--- src/hdl/scd_pkg.sv ---
// Purpose: Shared constants for the stepper command decoder
// Assumes: ref_clk at 100 MHz
// Notes:   Host map, code-byte fields, operand counts, error codes
package scd_pkg;

	// ****************************************
	// Timing
	// ****************************************
	localparam int CLK_NS   = 10;
	localparam int TICK_NS  = 1000;
	localparam int TICK_CYC = (TICK_NS + CLK_NS - 1) / CLK_NS;
	localparam int TICK_W   = $clog2(TICK_CYC);

	// ****************************************
	// Host port map and status bits
	// ****************************************
	localparam logic ADDR_DATA = 1'b0;
	localparam logic ADDR_CTRL = 1'b1;
	localparam int   ST_OBF    = 0;
	localparam int   ST_IBF    = 1;
	localparam int   ST_ACT1   = 2;
	localparam int   ST_ACT2   = 3;
	localparam int   ST_CMD1   = 4;
	localparam int   ST_CMD2   = 5;
	localparam int   ST_ERR    = 6;

	// ****************************************
	// Code byte fields
	// ****************************************
	localparam int         F_OPT    = 7;
	localparam int         F_AXIS   = 5;
	localparam int         F_IRQ    = 4;
	localparam int         F_DIR    = 3;
	localparam logic [1:0] CLS_INIT = 2'h0;
	localparam logic [1:0] CLS_MOVE = 2'h1;
	localparam logic [1:0] CLS_READ = 2'h2;
	localparam logic [1:0] CLS_AUX  = 2'h3;
	localparam logic [2:0] MV_STOP  = 3'h0;
	localparam logic [2:0] MV_DSTOP = 3'h1;
	localparam logic [2:0] MV_STEP  = 3'h2;
	localparam logic [2:0] MV_RAMP  = 3'h3;
	localparam logic [2:0] MV_CONST = 3'h4;
	localparam logic [2:0] MV_CRUN  = 3'h5;
	localparam logic [2:0] MV_HIGH  = 3'h6;
	localparam logic [2:0] MV_ORIG  = 3'h7;
	localparam logic [3:0] RD_END   = 4'h0;
	localparam logic [3:0] RD_CIN   = 4'h1;
	localparam logic [3:0] RD_OUT   = 4'h2;
	localparam logic [3:0] RD_REM   = 4'h3;
	localparam logic [3:0] RD_SWF   = 4'h4;
	localparam logic [3:0] RD_HOLD  = 4'h5;
	localparam logic [3:0] RD_ERR   = 4'h6;
	localparam logic [3:0] AX_EXOFF = 4'h0;
	localparam logic [3:0] AX_OUT   = 4'h1;
	localparam logic [3:0] AX_IN    = 4'h2;

	// ****************************************
	// Operand counts, errors, reset values
	// ****************************************
	localparam logic [2:0] LEN_INIT   = 3'h4;
	localparam logic [2:0] LEN_RAMP   = 3'h3;
	localparam logic [2:0] LEN_CONST  = 3'h4;
	localparam logic [2:0] LEN_RATE   = 3'h1;
	localparam logic [2:0] LEN_SWF    = 3'h2;
	localparam logic [2:0] LEN_HOLD   = 3'h1;
	localparam logic [3:0] ERR_NONE   = 4'h0;
	localparam logic [3:0] ERR_UNDEF  = 4'h1;
	localparam logic [3:0] ERR_NOCODE = 4'h2;
	localparam logic [3:0] ERR_WAIT   = 4'h3;
	localparam logic [3:0] ERR_NOINIT = 4'h4;
	localparam logic [3:0] ERR_BUSY   = 4'h5;
	localparam logic [1:0] AUX_RST    = 2'h3;

	typedef enum logic [2:0] {
		OP_NONE,
		OP_INIT,
		OP_MOVE,
		OP_SWF,
		OP_HOLD
	} scd_op_t;

endpackage : scd_pkg

--- src/hdl/scd_top.sv ---
// Purpose: Decodes host code and data bytes for a two-axis stepper
// Assumes: Pulse generators and excitation logic share ref_clk
// Notes:   Code-only moves fire at once, others after their last byte
`timescale 1ns/1ns

module scd_top
	import scd_pkg::*;
(
	input  wire logic             ref_clk,         // 100 MHz clock
	input  wire logic             rst_n,           // Sync reset
	input  wire logic             host_addr,       // 0 data, 1 code/status
	input  wire logic [7:0]       host_wdata,      // Write byte
	input  wire logic             host_wr,         // Write strobe
	input  wire logic             host_rd,         // Read strobe
	output logic      [7:0]       host_rdata,      // Read byte
	input  wire logic             axis_one_active, // Axis 1 stepping
	input  wire logic             axis_two_active, // Axis 2 stepping
	input  wire logic [1:0][7:0]  end_stat,        // End status
	input  wire logic [1:0][7:0]  ctl_in_stat,     // Control inputs
	input  wire logic [1:0][7:0]  out_stat,        // Output status
	input  wire logic [1:0][23:0] remain_cnt,      // Pulses left
	input  wire logic [1:0]       aux_in_pin,      // Auxiliary inputs
	output logic      [1:0]       aux_out_pin,     // Auxiliary outputs
	output logic      [1:0][5:0]  init_cfg,        // Bits 5:0 of code
	output logic      [1:0][7:0]  init_start_rate, // Start-up rate
	output logic      [1:0][7:0]  init_high_rate,  // High-speed rate
	output logic      [1:0][15:0] init_ramp_cnt,   // Ramp pulses
	output logic      [1:0]       init_done,       // Axis configured
	output logic      [1:0]       mv_strb,         // Move issue pulse
	output logic      [2:0]       mv_code,         // Move kind
	output logic                  mv_dir,          // Direction level
	output logic                  mv_irq,          // Interrupt at end
	output logic                  mv_opt,          // Pulse output option
	output logic      [7:0]       mv_rate,         // Fixed rate
	output logic      [23:0]      mv_count,        // Pulse count
	output logic      [1:0]       phase_en,        // Excitation gate
	output logic      [1:0]       hold_out         // Motor hold
);

	// ****************************************
	// Operand count of an accepted code
	// ****************************************
	function automatic logic [2:0] scd_len(input logic [7:0] c);
		logic [2:0] n;
		n = 3'h0;
		case (c[7:6])
			CLS_INIT: n = LEN_INIT;
			CLS_READ: begin
				if (c[3:0] == RD_SWF)
					n = LEN_SWF;
				else if (c[3:0] == RD_HOLD)
					n = LEN_HOLD;
			end
			default: begin
				if (c[2:0] == MV_RAMP)
					n = LEN_RAMP;
				else if (c[2:0] == MV_CONST)
					n = LEN_CONST;
				else if (c[2:0] == MV_CRUN || c[2:0] == MV_ORIG)
					n = LEN_RATE;
			end
		endcase
		return n;
	endfunction : scd_len

	// ****************************************
	// Host byte latch
	// ****************************************
	logic       input_full_flag;
	logic       in_cmd_q;
	logic [7:0] in_byte_q;

	always_ff @(posedge ref_clk) begin
		if (!rst_n) begin
			input_full_flag <= 1'b0;
			in_cmd_q        <= 1'b0;
			in_byte_q       <= 8'h00;
		end else begin
			input_full_flag <= host_wr;
			if (host_wr) begin
				in_cmd_q  <= (host_addr == ADDR_CTRL);
				in_byte_q <= host_wdata;
			end
		end
	end

	// ****************************************
	// Code decode
	// ****************************************
	wire       cmd_ev   = input_full_flag & in_cmd_q;
	wire       dat_ev   = input_full_flag & ~in_cmd_q;
	wire [1:0] cls      = in_byte_q[7:6];
	wire       ax       = in_byte_q[F_AXIS];
	wire [2:0] sub3     = in_byte_q[2:0];
	wire [3:0] sub4     = in_byte_q[3:0];
	wire       b4       = in_byte_q[F_IRQ];
	wire       b43      = in_byte_q[F_IRQ] | in_byte_q[F_DIR];
	wire       p_move   = (sub3 == MV_RAMP) | (sub3 == MV_HIGH);
	wire       is_init  = (cls == CLS_INIT);
	wire       is_stop  = (cls == CLS_MOVE) & ~b43 &
	                      ((sub3 == MV_STOP) | (sub3 == MV_DSTOP));
	wire       is_move  = ((cls == CLS_MOVE) & (sub3[2] | sub3[1])) |
	                      ((cls == CLS_AUX) & p_move) | is_stop;
	wire       rd_grp   = (cls == CLS_READ) & ~b4;
	wire       is_read  = rd_grp & ((sub4 <= RD_REM) | (sub4 == RD_ERR));
	wire       is_cfg   = rd_grp & ((sub4 == RD_SWF) | (sub4 == RD_HOLD));
	wire       is_exoff = (cls == CLS_AUX) & ~b4 & (sub4 == AX_EXOFF);
	wire       is_auxo  = (cls == CLS_AUX) & (sub4 == AX_OUT);
	wire       is_auxi  = (cls == CLS_AUX) & (in_byte_q[5:4] == 2'h0) &
	                      (sub4 == AX_IN);
	wire       is_def   = is_init | is_move | is_read | is_cfg |
	                      is_exoff | is_auxo | is_auxi;
	wire       exempt   = is_stop | is_auxo | is_auxi |
	                      (rd_grp & (sub4 == RD_ERR));
	wire [1:0] act      = {axis_two_active, axis_one_active};
	wire [2:0] len      = scd_len(in_byte_q);

	// ****************************************
	// Pending operand state
	// ****************************************
	scd_op_t        pend_op_q;
	logic           pend_ax_q;
	logic [7:0]     pend_code_q;
	logic [1:0][2:0] pend_left_q;
	logic [3:0][7:0] opnd_q;
	logic [1:0]     opnd_idx_q;

	wire       any_pend = (pend_left_q[0] != 3'h0) |
	                      (pend_left_q[1] != 3'h0);
	wire       last_dat = dat_ev & any_pend &
	                      (pend_left_q[pend_ax_q] == 3'h1);

	// Error precedence: pending, undefined, busy, uninitialised
	wire [3:0] cmd_err  =
		any_pend               ? ERR_WAIT   :
		!is_def                ? ERR_UNDEF  :
		(act[ax] & ~exempt)    ? ERR_BUSY   :
		(is_move & ~init_done[ax]) ? ERR_NOINIT : ERR_NONE;
	wire       accept   = cmd_ev & (cmd_err == ERR_NONE);
	wire       acc_now  = accept & (len == 3'h0);
	wire       err_set  = (cmd_ev & (cmd_err != ERR_NONE)) |
	                      (dat_ev & ~any_pend);
	wire [3:0] err_val  = cmd_ev ? cmd_err : ERR_NOCODE;

	always_ff @(posedge ref_clk) begin
		if (!rst_n) begin
			pend_op_q   <= OP_NONE;
			pend_ax_q   <= 1'b0;
			pend_code_q <= 8'h00;
			pend_left_q <= '0;
			opnd_q      <= '0;
			opnd_idx_q  <= 2'h0;
		end else if (cmd_ev & any_pend) begin
			pend_left_q <= '0;
		end else if (accept & (len != 3'h0)) begin
			pend_left_q[ax] <= len;
			pend_ax_q       <= ax;
			pend_code_q     <= in_byte_q;
			opnd_idx_q      <= 2'h0;
			pend_op_q       <= is_init ? OP_INIT :
			                   is_move ? OP_MOVE :
			                   (sub4 == RD_SWF) ? OP_SWF : OP_HOLD;
		end else if (dat_ev & any_pend) begin
			opnd_q[opnd_idx_q]         <= in_byte_q;
			opnd_idx_q                 <= opnd_idx_q + 2'h1;
			pend_left_q[pend_ax_q]     <= pend_left_q[pend_ax_q] - 3'h1;
		end
	end

	// ****************************************
	// Per-axis configuration
	// ****************************************
	logic [1:0][7:0] exc_on_q;
	logic [1:0][7:0] exc_off_q;
	logic [1:0][7:0] hold_dly_q;
	logic [1:0]      exc_en_q;

	wire commit_op = last_dat;
	wire exoff_now = acc_now & is_exoff;

	always_ff @(posedge ref_clk) begin
		if (!rst_n) begin
			init_cfg        <= '0;
			init_start_rate <= '0;
			init_high_rate  <= '0;
			init_ramp_cnt   <= '0;
			init_done       <= 2'h0;
			exc_on_q        <= '0;
			exc_off_q       <= '0;
			hold_dly_q      <= '0;
		end else if (commit_op) begin
			case (pend_op_q)
				OP_INIT: begin
					init_cfg[pend_ax_q]        <= pend_code_q[5:0];
					init_start_rate[pend_ax_q] <= opnd_q[0];
					init_high_rate[pend_ax_q]  <= opnd_q[1];
					init_ramp_cnt[pend_ax_q]   <= {in_byte_q, opnd_q[2]};
					init_done[pend_ax_q]       <= 1'b1;
				end
				OP_SWF: begin
					exc_on_q[pend_ax_q]  <= opnd_q[0];
					exc_off_q[pend_ax_q] <= in_byte_q;
				end
				OP_HOLD: hold_dly_q[pend_ax_q] <= in_byte_q;
				default: ;
			endcase
		end
	end

	// ****************************************
	// Move dispatch
	// ****************************************
	wire       mv_fire  = (acc_now & is_move) |
	                      (commit_op & (pend_op_q == OP_MOVE));
	wire [7:0] xc       = acc_now ? in_byte_q : pend_code_q;
	wire       xa       = xc[F_AXIS];

	always_ff @(posedge ref_clk) begin
		if (!rst_n) begin
			mv_strb  <= 2'h0;
			mv_code  <= MV_STOP;
			mv_dir   <= 1'b0;
			mv_irq   <= 1'b0;
			mv_opt   <= 1'b0;
			mv_rate  <= 8'h00;
			mv_count <= 24'h000000;
			exc_en_q <= 2'h3;
		end else begin
			mv_strb <= 2'h0;
			if (exoff_now)
				exc_en_q[ax] <= 1'b0;
			if (mv_fire) begin
				mv_strb[xa]  <= 1'b1;
				exc_en_q[xa] <= 1'b1;
				mv_code      <= xc[2:0];
				mv_dir       <= xc[F_DIR];
				mv_irq       <= xc[F_IRQ];
				mv_opt       <= (xc[2:0] == MV_RAMP || xc[2:0] == MV_HIGH) &
				                xc[F_OPT];
				mv_rate      <= 8'h00;
				mv_count     <= 24'h000000;
				case (xc[2:0])
					MV_RAMP:
						mv_count <= {in_byte_q, opnd_q[1], opnd_q[0]};
					MV_CONST: begin
						mv_rate  <= opnd_q[0];
						mv_count <= {in_byte_q, opnd_q[2], opnd_q[1]};
					end
					MV_CRUN, MV_ORIG: mv_rate <= in_byte_q;
					MV_STEP: mv_count <= 24'h000001;
					default: ;
				endcase
			end
		end
	end

	// ****************************************
	// Auxiliary pins
	// ****************************************
	logic [1:0] aux_s1_q;
	logic [1:0] aux_s2_q;
	logic [1:0] aux_s3_q;
	logic [1:0] aux_in_q;

	always_ff @(posedge ref_clk) begin
		if (!rst_n) begin
			aux_s1_q    <= 2'h0;
			aux_s2_q    <= 2'h0;
			aux_s3_q    <= 2'h0;
			aux_in_q    <= 2'h0;
			aux_out_pin <= AUX_RST;
		end else begin
			aux_s1_q <= aux_in_pin;
			aux_s2_q <= aux_s1_q;
			aux_s3_q <= aux_s2_q;
			for (int i = 0; i < 2; i++)
				if (aux_s2_q[i] == aux_s3_q[i])
					aux_in_q[i] <= aux_s3_q[i];
			if (acc_now & is_auxo)
				aux_out_pin <= in_byte_q[5:4];
		end
	end

	// ****************************************
	// Result bytes and error register
	// ****************************************
	logic [2:0][7:0] res_q;
	logic [1:0]      res_left_q;
	logic [1:0]      res_idx_q;
	logic [3:0]      err_code_q;
	logic            err_flag_q;

	wire output_full_flag = (res_left_q != 2'h0);
	wire data_rd   = host_rd & (host_addr == ADDR_DATA);
	wire err_rd    = acc_now & rd_grp & (sub4 == RD_ERR);
	wire res_load  = acc_now & (is_read | is_auxi);

	always_ff @(posedge ref_clk) begin
		if (!rst_n) begin
			res_q      <= '0;
			res_left_q <= 2'h0;
			res_idx_q  <= 2'h0;
			err_code_q <= ERR_NONE;
			err_flag_q <= 1'b0;
		end else begin
			if (err_set) begin
				err_flag_q <= 1'b1;
				err_code_q <= err_val;
			end else if (err_rd) begin
				err_flag_q <= 1'b0;
			end
			if (res_load) begin
				res_idx_q  <= 2'h0;
				res_left_q <= 2'h1;
				res_q      <= '0;
				if (is_auxi)
					res_q[0] <= {6'h00, aux_in_q};
				else
					case (sub4)
						RD_END: res_q[0] <= end_stat[ax];
						RD_CIN: res_q[0] <= ctl_in_stat[ax];
						RD_OUT: res_q[0] <= out_stat[ax];
						RD_REM: begin
							res_q      <= remain_cnt[ax];
							res_left_q <= 2'h3;
						end
						default: res_q[0] <= {4'h0, err_code_q};
					endcase
			end else if (data_rd & output_full_flag) begin
				res_idx_q  <= res_idx_q + 2'h1;
				res_left_q <= res_left_q - 2'h1;
			end
		end
	end

	// ****************************************
	// Host read data
	// ****************************************
	logic [7:0] status_w;

	always_comb begin
		status_w          = 8'h00;
		status_w[ST_OBF]  = output_full_flag;
		status_w[ST_IBF]  = input_full_flag;
		status_w[ST_ACT1] = axis_one_active;
		status_w[ST_ACT2] = axis_two_active;
		status_w[ST_CMD1] = (pend_left_q[0] != 3'h0);
		status_w[ST_CMD2] = (pend_left_q[1] != 3'h0);
		status_w[ST_ERR]  = err_flag_q;
	end

	wire [7:0] rd_sel = (host_addr == ADDR_CTRL) ? status_w :
	                    output_full_flag ? res_q[res_idx_q] : 8'h00;

	always_ff @(posedge ref_clk) begin
		if (!rst_n)
			host_rdata <= 8'h00;
		else
			host_rdata <= host_rd ? rd_sel : 8'h00;
	end

	// ****************************************
	// Hold delay and excitation chopping
	// ****************************************
	logic [TICK_W-1:0] tick_cnt_q;
	logic [1:0]        act_q;
	logic [1:0]        hold_run_q;
	logic [1:0][7:0]   hold_cnt_q;
	logic [1:0][7:0]   chop_cnt_q;
	logic [1:0]        chop_ph_q;

	wire tick = (tick_cnt_q == TICK_W'(TICK_CYC - 1));

	always_ff @(posedge ref_clk) begin
		if (!rst_n) begin
			tick_cnt_q <= '0;
			act_q      <= 2'h0;
			hold_run_q <= 2'h0;
			hold_cnt_q <= '0;
			hold_out   <= 2'h0;
			chop_cnt_q <= '0;
			chop_ph_q  <= 2'h0;
		end else begin
			tick_cnt_q <= tick ? '0 : tick_cnt_q + 1'b1;
			act_q      <= act;
			for (int i = 0; i < 2; i++) begin
				if (act[i]) begin
					hold_out[i]   <= 1'b0;
					hold_run_q[i] <= 1'b0;
				end else if (act_q[i]) begin
					hold_cnt_q[i] <= hold_dly_q[i];
					hold_run_q[i] <= (hold_dly_q[i] != 8'h00);
					hold_out[i]   <= (hold_dly_q[i] == 8'h00);
				end else if (hold_run_q[i] & tick) begin
					hold_cnt_q[i] <= hold_cnt_q[i] - 8'h01;
					if (hold_cnt_q[i] == 8'h01) begin
						hold_run_q[i] <= 1'b0;
						hold_out[i]   <= 1'b1;
					end
				end
				if (act[i] | (exc_off_q[i] == 8'h00)) begin
					chop_cnt_q[i] <= 8'h00;
					chop_ph_q[i]  <= 1'b0;
				end else if (tick) begin
					if (chop_cnt_q[i] + 8'h01 >=
					    (chop_ph_q[i] ? exc_off_q[i] : exc_on_q[i])) begin
						chop_cnt_q[i] <= 8'h00;
						chop_ph_q[i]  <= ~chop_ph_q[i];
					end else
						chop_cnt_q[i] <= chop_cnt_q[i] + 8'h01;
				end
			end
		end
	end

	assign phase_en = exc_en_q & (act | ~chop_ph_q);

endmodule : scd_top

--- config.mk ---
export PLATFORM = sky130hd
export DESIGN_NAME = scd_top
export DESIGN_NICKNAME = d
export VERILOG_FILES = /design/src/hdl/scd_pkg.sv /design/src/hdl/scd_top.sv
export SDC_FILE = /design/constraint.sdc
export NUM_CORES = 1
export LEC_CHECK = 0
export ABC_CLOCK_PERIOD_IN_PS = 2680
export BUFFER_PORTS_ARGS = -buffer_cell sky130_fd_sc_hd__buf_4
export CORE_MARGIN = 2
export CORE_UTILIZATION = 50
export CTS_CLUSTER_DIAMETER = 120
export DETAILED_ROUTE_END_ITERATION = 12
export MAX_ROUTING_LAYER = met4
export PLACE_DENSITY = 0.81
export SLEW_MARGIN = 20
export SYNTH_ARGS = -nofsm -noshare
export SYNTH_HDL_FRONTEND = slang
export SYNTH_SLANG_ARGS = --single-unit
--- constraint.sdc ---
create_clock -name ref_clk -period 2.68 [get_ports ref_clk]
set_input_delay 0.536 -clock ref_clk [delete_from_list [all_inputs] [get_ports ref_clk]]
set_output_delay 0.536 -clock ref_clk [all_outputs]
set_load 0.1 [all_outputs]
Word level (Yosys, flattened, before mapping) --
Index checks and enable logic that the tools add are counted.
Storage, ports and cells: output and inout bits 132, logic and storage cells 351, flip-flop bits (word level) 328, bits of input ports 113
Cells by class: $lt $le $gt $ge 12, add/subtract/negate cells 9, equal/unequal tests 31, reductions and logical operators 53, mux-type cells 100, bitwise gates (word level) 83
Operator list (number):
- 2-to-1 mux 8 bit | 19
- bitwise mux 16 bit | 5
- case mux 24 bit (3 select lines) | 1
- bitwise mux 32 bit | 2
- 2-to-1 mux 16 bit | 3
- 2-to-1 mux 24 bit | 2
- 2-to-1 mux 3 bit | 14
- AND 1 bit | 37
- zero test 8 bit | 4
- case mux 8 bit (4 select lines) | 1
- == test 3 bit, second input constant | 9
- AND reduction 2 bit | 13
- 2-to-1 mux 1 bit | 23
- bitwise OR 1 bit | 23
- 2-to-1 mux 2 bit | 10
- 2-to-1 mux 6 bit | 3
- adder 8 x 1 -> 8 bit, second input constant | 2
- binary-select mux 8 bit (select 2 bit) | 1
- demux 16 bit (select 1 bit) | 1
- demux 8 bit (select 2 bit) | 1
- == test 8 x 1 -> 1 bit, second input constant | 2
- >= comparator 8 bit | 2
- NOT 1 bit | 16
- case mux 8 bit (2 select lines) | 1
- other kinds (42) | 93

Logic depth before layout (Yosys ltp) --
Gate-level depths: netlist of run 1.
depth in word-level cells 23, gate-level depth with buffers 11, depth with buffers taken out 10

Worst setup path before layout of run 1 --
Ideal clock, no wire load.
path kind in2out, start point in axis_one_active, end point out phase_en[0], buffers on the path 0, data arrival time 2763 ps, path slack -619 ps, required time 2144 ps, cell stages on the path 2, path through inv_1 a21boi_0
On the way: longest elaborated chain between the ends 2
RTL lines:
- start: declaration | RTL line scd_top.sv:16 | input wire logic axis_one_active,
- bitwise OR 2 bit | RTL line scd_top.sv:416 | assign phase_en = exc_en_q & (act | ~chop_ph_q);
- AND 2 bit | RTL line scd_top.sv:416
- end: declaration | RTL line scd_top.sv:36 | output logic [1:0] phase_en,
Every way passes these cells.

Worst setup path in the final report of run 1 --
start point reg chop_cnt_q[0] in the netlist's numbering, end point reg chop_ph_q[0]
On the way: longest elaborated chain between the ends 3
RTL lines:
- start: declaration | RTL line scd_top.sv:369 | logic [1:0][7:0] chop_cnt_q;
- start signal: indexed assignment | RTL line scd_top.sv:410 | chop_cnt_q[i] <= chop_cnt_q[i] + 8'h01;
- adder 8 x 1 -> 8 bit | RTL line scd_top.sv:405 | if (chop_cnt_q[i] + 8'h01 >=
- >= comparator 8 bit | RTL line scd_top.sv:405
- AND reduction 2 bit (no source line)
- end signal: indexed assignment | RTL line scd_top.sv:408 | chop_ph_q[i] <= ~chop_ph_q[i];
- end: declaration | RTL line scd_top.sv:370 | logic [1:0] chop_ph_q;
Every way passes these cells. A chain may end at the register's enable or synchronous reset.

==> results of run 1 <==
## cell usage after synthesis (9+ instances only)
master       n
xnor2_1     11
clkbuf_1    89
o22ai_1     12
nor2_1     157
xor2_1      12
buf_2       20
o21ai_0     53
and2_1      20
o211ai_1    10
a21o_1      10
nor2b_1      9
ha_1        29
nand2b_1    12
a21oi_1    157
dfxtp_1    317
o2bb2ai_1   29
inv_1       30
nor3b_1     14
nand3_1     47
mux2i_1    122
buf_1       12
mux2_2      13
a221oi_1    30
nand2_1    273
nor3_1      19
## cells in the final DEF (no fill, tap or decap), types with 11 or more instances in the layout
cell / Yosys / layout
o2bb2ai_1: 29 / 29
a21oi_1: 157 / 157
ha_1: 29 / 29
mux2_2: 13 / 13
o22ai_1: 12 / 12
o21ai_0: 53 / 53
a221oi_1: 30 / 30
dfxtp_1: 317 / 311
nand2_1: 273 / 273
nor3_1: 19 / 15
inv_1: 30 / 29
xor2_1: 12 / 12
mux2i_1: 122 / 122
nand3_1: 47 / 47
clkbuf_16: 0 / 35
and2_1: 20 / 20
nor2_1: 157 / 156
nor3b_1: 14 / 14
xnor2_1: 11 / 11
buf_4: 2 / 301
clkbuf_1: 89 / 11
nand2b_1: 12 / 12
## timing repair
| action | CTS | global route |
|---|---|---|
| hold endpoints to repair | 0 | 0 |
| setup endpoints to repair | 0 | 80 |
| gates resized for setup | 0 | 12 |
| hold buffers | 0 | 0 |
## how the worst min path moves through the flow
stage                        to  slack, ps  cells after the start
floorplan           aux_s2_q[0]        410                      1
global placement    aux_s2_q[0]        420                      1
detailed placement  aux_s2_q[0]        420                      1
CTS                 aux_s1_q[0]        220                      2
global route        aux_s1_q[0]        230                      2
finish              aux_s1_q[0]        230                      2
## worst max-delay path, cell delays in order (launching register included)
cell and delay [ps]:
dfxtp_1 410, nand3_1 180, inv_1 100, nand3_1 160, nor2_1 180, xor2_1 240
ha_1 260, a2111oi_2 60, o21a_1 180, or4_1 480, a21oi_1 190
## layer usage
metal,vias to the layer above,GRT usage [%],part of all wire [%]
li1,6293,-,-
met1,6387,35.2,42
met2,518,45.2,47
met3,144,4.75,6.9
met4,0,12.3,4.2
met5,-,-,0
## power by group through the flow
stage | Sequential [W] | Clock [W] | Combinational (W)
2_1_floorplan | 0.00491 | 0 | 0.000441
3_5_place_dp | 0.00492 | 0 | 0.000737
3_3_place_gp | 0.00492 | 0 | 0.000724
5_1_grt | 0.00482 | 0.00515 | 0.000810
6_report | 0.00482 | 0.00490 | 0.000755
4_1_cts | 0.00482 | 0.00493 | 0.000742
## through the flow
stage                     instance area [um^2]  utilization, %  cells
after floorplan                          14300               -   1658
after global placement                   16700            59.7   2221
after detailed placement                 16700            59.7   2221
after CTS                                17900            63.8   2282
after global routing                     17900            64.0   2283
final                                    17900            64.0   2283
## flip-flops by register name (all words and copies together) (netlist names), 24 cells and up
register and cells:
opnd_q 24, init_ramp_cnt 32, mv_count 24, res_q 24
## logic make-up after synthesis
group / count (synthesis)
XOR/XNOR: 23
buffers and inverters: 154
AO/OA/AOI/OAI: 382
adder cells (fa/ha/maj): 29
AND/OR/NAND/NOR: 609
flip-flops: 317
multiplexers: 144
## layout make-up
| cell class | instances | share of cell area [%] |
|---|---|---|
| tap | 378 | 2.64 |
| sequential | 317 | 35.5 |
| clock inverter | 12 | 1.17 |
| timing repair buffer | 309 | 13.5 |
| inverter | 30 | 0.656 |
| clock buffer | 49 | 5.35 |
| multi-input combinational | 1188 | 41.3 |
==> results.cfg, run 1 <==
[sta]
fin_crit_ps = 2530
setup_viol = 0
period_share_pct = 94.3
relSlewSlack_pct = 47.2
holdWs_ps = 234
finalSetupTns_ps = 0
timing.final.ws_setup_ps = 154
final_hold_viol_count = 0
clock_skew_ps = 19.4
worstMarginPinSlew_ps = 790
maxSlewViolCount = 0
fmax_mhz = 396

[power]
netSwitchingPower_w = 0.00240
finalPower_w = 0.0105
p_seq_share_pct = 46.0
power.density_mw_per_mm2 = 585
ir_worst_vdd_uv = 480
pwr-share-comb_pct = 7.2
pwr-share-clk_pct = 46.8
power.leakage_nw = 7.22
internal_power_w = 0.00808
swShare_pct = 22.9

[cells_and_area]
drive_gt1_share_pct = 21.7
area_growth_pct = 25.3
multi_input_area_mm2 = 0.00739
final_nets = 2022
antenna_cells = 0
nFillCells = 2263
ff_latch_area_mm2 = 0.00635

[synth]
synth_cell_types = 75
synth.cell_area_mm2 = 0.0143
yosys-top-cells-area = dfxtp_1 (44%), mux2i_1 (8.5%), nand2_1 (7.2%), a21oi_1 (5.5%), nor2_1 (4.1%)
synth_top_family_by_area = simple AND/OR/NAND/NOR gates
synth_mux_area_share_pct = 11.0
syn_nets = 1800
synth_simple_gate_area_share_pct = 19.0
synth_compound_area_share_pct = 17.4
syn_avg_cell_area_um2 = 8.63
synth_top_cell_by_area = dfxtp_1
yosysWarnings = 0
async_flop_share_pct = 0
yosys_most_used_dff = dfxtp_1
synth_seq_cells = 317
synth_xor_area_share_pct = 1.41
synthAdderAreaFrac_pct = 2.54
synth_top_area_share_pct = 44.4
synth_edf_count = 0
yosysSeqAreaShare_pct = 44.4
syn-instance-count = 1658

[detailed_routing]
drc = 0
drt-total-wl_mm = 42.8
wire_per_inst_um = 18.7
via_per_inst = 5.84
via_count = 13300
ant_nets = 0
dr.first_iter.drc_count = 1286
drt_pass1_iterations = 7

[global_routing]
first_global_vias = 13000
antenna_found_initial = 0
grt_pass1_wl_mm = 67.5
grtUsageTotal_pct = 28.2
overflow = 0
grt_max_degree = 113

[job]
cap_violations = 0

[critical_path]
timing.critical_path.from = chop_cnt_q[0]
crit_path_start_kind = flop
ff2ff_setup_slack_ps = 150
rr_startpoint = chop_cnt_q[0]
critPathMaxFanout = 5
end_kind = flop
worst-r2r-cell-count = 10
arrival_ps = 2970
path_class = flop to flop
crit_path_end = chop_ph_q[0]
cp.required_ps = 3120
r2r-end = chop_ph_q[0]

[outcome]
status = complete, no violations

[clock_network]
cts_buffer_depth = 3
cts_buffers = 34
postCtsSetupBuffers = 0
worst_skew_pair.late_latency_ps = 520
path_clk_slew_ps = 60
cts_tree = built
cts_max_level = 2
root_buffer = clkbuf_16
cts.sinks = 317

[floorplanning]
die_w_um = 173
initial_utilization_pct = 51.1
die_area_mm2 = 0.0300
rows = 61
ios = 245
core_mm2 = 0.0280
dieHeight_um = 173

[worst_hold_path]
hp-class = input port to flop
hp-start = aux_in_pin[0]

[place]
dp_slack_ps = 12.4
globalplace.congestion = 0.917
port_buffers = 244
place_hpwl_mm = 29.6
Note: power is estimated with default switching activity, not from simulation.
==> run 2: changes to the inputs <==
- CORE_UTILIZATION: 50 -> 40
- PLACE_DENSITY: 0.81 -> 0.68
==> run 2 against run 1 <==
  * Routed wire length rose by 0.43%
  * Cell area rose by 1.1%
  * Clock-buffer cell count did not move
  * Largest power group unchanged
  * Clock skew fell by 2.7 ps
  * Critical path depth fell by 3
  * Largest cell class unchanged
  * Utilization fell by 13 points
  * Hold slack improved by 1.0 ps
  * Cell count rose by 4.0%
  * Worst setup slack improved by 39 ps
  * Die area rose by 24%
  * Sequential share of layout area fell by 0.39 points
  * Global-route usage fell by 5.0 points
==> results.cfg, run 2 (same netlist as run 1, synthesis figures left out) <==
[outcome]
status = complete, no violations

[power]
p_seq_share_pct = 45.7
ir_worst_vdd_uv = 408
finalPower_w = 0.0105
power.density_mw_per_mm2 = 582
netSwitchingPower_w = 0.00243
internal_power_w = 0.00811
pwr-share-comb_pct = 7.3
swShare_pct = 23.0
pwr-share-clk_pct = 47.0
power.leakage_nw = 7.29

[detailed_routing]
drt_pass1_iterations = 6
drc = 0
wire_per_inst_um = 18.1
via_count = 13000
drt-total-wl_mm = 43.0
dr.first_iter.drc_count = 978
via_per_inst = 5.47
ant_nets = 0

[global_routing]
grtUsageTotal_pct = 23.3
overflow = 0
grt_max_degree = 130
antenna_found_initial = 0
first_global_vias = 12600
grt_pass1_wl_mm = 67.5

[critical_path]
end_kind = flop
path_class = flop to flop
arrival_ps = 2940
cp.required_ps = 3130
slowest_stage = or4_1
rr_startpoint = in_byte_q[3]
crit_path_start_kind = flop
worst-r2r-cell-count = 7
r2r-end = mv_count[21]
timing.critical_path.from = in_byte_q[3]
path_cells = or2_1 > or4_1 > o2111ai_2 > o2111a_2 > mux2i_4 > o211a_2 > a22o_1
ff2ff_setup_slack_ps = 190
critPathMaxFanout = 8
crit_path_end = mv_count[21]
cp_slowest_stage_delay_ps = 490

[floorplanning]
rows = 69
die_w_um = 193
die_area_mm2 = 0.0373
initial_utilization_pct = 40.4
core_mm2 = 0.0354
dieHeight_um = 193
ios = 245

[clock_network]
postCtsSetupBuffers = 0
worst_skew_pair.late_latency_ps = 520
cts_max_level = 2
cts_buffer_depth = 3
cts.sinks = 317
cts_tree = built
root_buffer = clkbuf_16
cts_buffers = 35
path_clk_slew_ps = 60

[cells_and_area]
final_nets = 2030
regMostFlops = init_ramp_cnt
antenna_cells = 0
largest_register_ffs = 32
layout_common_cells = dfxtp_1 (312), buf_4 (308), nand2_1 (273)
drive_gt1_share_pct = 22.2
area_growth_pct = 26.6
final_common_cell = dfxtp_1

[sta]
fmax_mhz = 402
finalSetupTns_ps = 0
fin_crit_ps = 2490
clock_skew_ps = 16.7
worstMarginPinSlew_ps = 727
period_share_pct = 92.8
relSlewSlack_pct = 51.0
setup_viol = 0
holdWs_ps = 235
maxSlewViolCount = 0
rsz0062_at_grt = false
final_hold_viol_count = 0

[place]
globalplace.congestion = 0.944
place_hpwl_mm = 30.3
port_buffers = 244

[worst_hold_path]
hp-class = input port to flop

[job]
cap_violations = 0
## run 2: worst min path at each step
stage	start	end	depth (start not counted)
2_1_floorplan	aux_s1_q[0]	aux_s2_q[0]	1
3_3_place_gp	aux_s1_q[0]	aux_s2_q[0]	1
3_5_place_dp	aux_s1_q[0]	aux_s2_q[0]	1
4_1_cts	aux_in_pin[0]	aux_s1_q[0]	2
5_1_grt	aux_in_pin[1]	aux_s1_q[1]	2
6_report	aux_in_pin[0]	aux_s1_q[0]	2
## run 2: timing repair
action                                  CTS  global route
endpoints found under the hold margin     0             0
gates resized for setup                   0             5
hold buffers                              0             0
endpoints found under the setup margin    0            37
## run 2: area by class of cell
| type | count | area [um^2] |
|---|---|---|
| Timing Repair Buffer | 317 | 2490 |
| Inverter | 30 | 118 |
| Multi-Input combinational cell | 1187 | 7370 |
| Fill cell | 3324 | 17300 |
| Clock buffer | 49 | 1040 |
| Tap cell | 461 | 577 |
| Sequential cell | 317 | 6350 |
| Clock inverter | 14 | 168 |
## run 2: worst max-delay path, delay by kind of cell (launching register included)
kind             cells  cell delay (ps)
flip-flops           1              350
AND/OR/NAND/NOR      2              760
AO/OA/AOI/OAI        4              970
multiplexers         1              360
## run 2: power groups by stage
stage | clock [W] | sequential, W | combinational, W
CTS | 0.00502 | 0.00482 | 0.000762
global placement | 0 | 0.00492 | 0.000749
detailed placement | 0 | 0.00492 | 0.000760
finish | 0.00495 | 0.00482 | 0.000768
global route | 0.00522 | 0.00482 | 0.000831
floorplan | 0 | 0.00491 | 0.000441
## run 2: metal layers
metal	part of all wire (%)	global-route usage, %	up-vias	wire (um)
met3	6.3	3.24	84	2710
met2	46	37.0	421	19900
met1	45	31.0	6166	19200
li1	-	-	6315	-
met5	0	-	-	0
met4	2.6	6.73	0	1100
## run 2: per-stage QoR
stage | utilization [%] | instances | cell area (um^2) | setup slack (ps)
3_3_place_gp | 47.7 | 2312 | 16900 | 175
6_report | 51.2 | 2375 | 18100 | 193
4_1_cts | 51.2 | 2375 | 18100 | 64.4
5_1_grt | 51.2 | 2375 | 18100 | 20.9
3_5_place_dp | 47.7 | 2312 | 16900 | 71.0
2_1_floorplan | - | 1658 | 14300 | 21.4
==> run 3: changes to the inputs <==
- RECOVER_POWER: default -> 100
==> run 3 against run 2 <==
  * Sequential power is essentially flat
  * Clock-buffer cell count is the same
  * Sequential cell count is the same
  * Via count grew 0.23%
==> results.cfg, run 3 (same netlist as run 1, synthesis figures left out) <==
[cells_and_area]
area_growth_pct = 22.5
final_nets = 2030
antenna_cells = 0
drive_gt1_share_pct = 15.0
stdcell_count = 2375
utilization_pct = 49.5
largest_register_ffs = 32
regMostFlops = init_ramp_cnt
layout_common_cells = dfxtp_1 (312), nand2_1 (273), buf_4 (164)
final_common_cell = dfxtp_1

[sta]
maxSlewViolCount = 0
setup_viol = 0
clock_skew_ps = 16.0
timing.final.ws_setup_ps = 135
worstMarginPinSlew_ps = 1400
rsz0062_at_grt = false
final_hold_viol_count = 0
fmax_mhz = 393
fin_crit_ps = 2540
finalSetupTns_ps = 0
period_share_pct = 94.9
relSlewSlack_pct = 6.56

[floorplanning]
rows = 69
core_mm2 = 0.0354
dieHeight_um = 193
ios = 245
die_area_mm2 = 0.0373
initial_utilization_pct = 40.4
die_w_um = 193

[power]
power.leakage_nw = 6.71
power.density_mw_per_mm2 = 601
ir_worst_vdd_uv = 411

[detailed_routing]
via_count = 13000
dr.first_iter.drc_count = 980
wire_per_inst_um = 18.0
drc = 0
ant_nets = 0
drt-total-wl_mm = 42.8
via_per_inst = 5.48
drt_pass1_iterations = 6

[place]
port_buffers = 244
place_hpwl_mm = 30.3
place_inst = 2312
dp_slack_ps = 71.0
globalplace.congestion = 0.944

[global_routing]
first_global_vias = 12600
grt_pass1_wl_mm = 67.5
overflow = 0
grtUsageTotal_pct = 23.3
antenna_found_initial = 0
grt_max_degree = 130

[worst_hold_path]
hp-class = input port to flop

[critical_path]
cp.required_ps = 3130
crit_path_start_kind = flop
arrival_ps = 2990
critPathMaxFanout = 8
path_class = flop to flop
end_kind = flop

[clock_network]
cts.sinks = 317
cts_tree = built
cts_buffers = 35
root_buffer = clkbuf_16
cts_max_level = 2
postCtsSetupBuffers = 0
path_clk_slew_ps = 60
cts_buffer_depth = 3
worst_skew_pair.late_latency_ps = 520

[job]
cap_violations = 0

[outcome]
status = complete, no violations
-- run 3: cell count changes in the layout (fill, tap and decap cells not counted), moves of 3 or more --
cell / change
clkbuf_2: +9
and2_1: -3
clkbuf_4: +4
and2_0: +3
clkbuf_1: +135
buf_12: -4
buf_4: -144
-- run 3: power by group --
part / switching, W / internal, W / leakage [nW]
Clock: 0.00194 / 0.00301 / 0.591
Sequential: 0.0000632 / 0.00476 / 2.56
Combinational: 0.000421 / 0.000334 / 3.56
-- run 3: critical path: stages (launching register included) --
cell and delay [ps]:
dfxtp_1 350, or2_1 270, or4_1 490, o2111ai_2 130, o2111a_2 320, mux2i_4 370, o211a_1 370, a22o_1 180
-- run 3: routing by layer --
metal | part of all wire (%) | vias up | routed length (um) | track usage [%]
li1 | - | 6310 | - | -
met1 | 45 | 6204 | 19300 | 31.0
met2 | 46 | 402 | 19600 | 37.0
met3 | 5.9 | 100 | 2530 | 3.24
met4 | 3.1 | 0 | 1340 | 6.73
met5 | 0 | - | 0 | -
-- run 3: cell type report --
cell class / instances / area, um^2
fillers: 3487 / 17900
repair buffers: 317 / 1910
clock buffers: 49 / 1040
clock inverters: 14 / 168
flip-flops and latches: 317 / 6350
inverters: 30 / 118
multi-input cells: 1187 / 7360
well taps: 461 / 577
-- run 3: repair_timing --
action / 4_1_cts / 5_1_grt
resized for setup: 0 / 5
hold buffers: 0 / 0
endpoints found under the setup margin: 0 / 37
-- run 3: worst paths after layout --
check | startpoint | cells after the start | endpoint | slack (ps)
max | in_byte_q[3] | 7 | mv_count[21] | 140
min | aux_in_pin[0] | 2 | aux_s1_q[0] | 230
max reg2reg | in_byte_q[3] | 7 | mv_count[21] | 140
min reg2reg | aux_s1_q[0] | 1 | aux_s2_q[0] | 430
-- run 3: metrics by stage --
stage / hold WS [ps] / power [W] / cell area (um^2)
4_1_cts: 227 / 0.0106 / 18100
2_1_floorplan: 412 / 0.00535 / 14300
5_1_grt: 243 / 0.0109 / 17500
3_3_place_gp: 413 / 0.00567 / 16900
3_5_place_dp: 422 / 0.00568 / 16900
6_report: 235 / 0.0105 / 17500
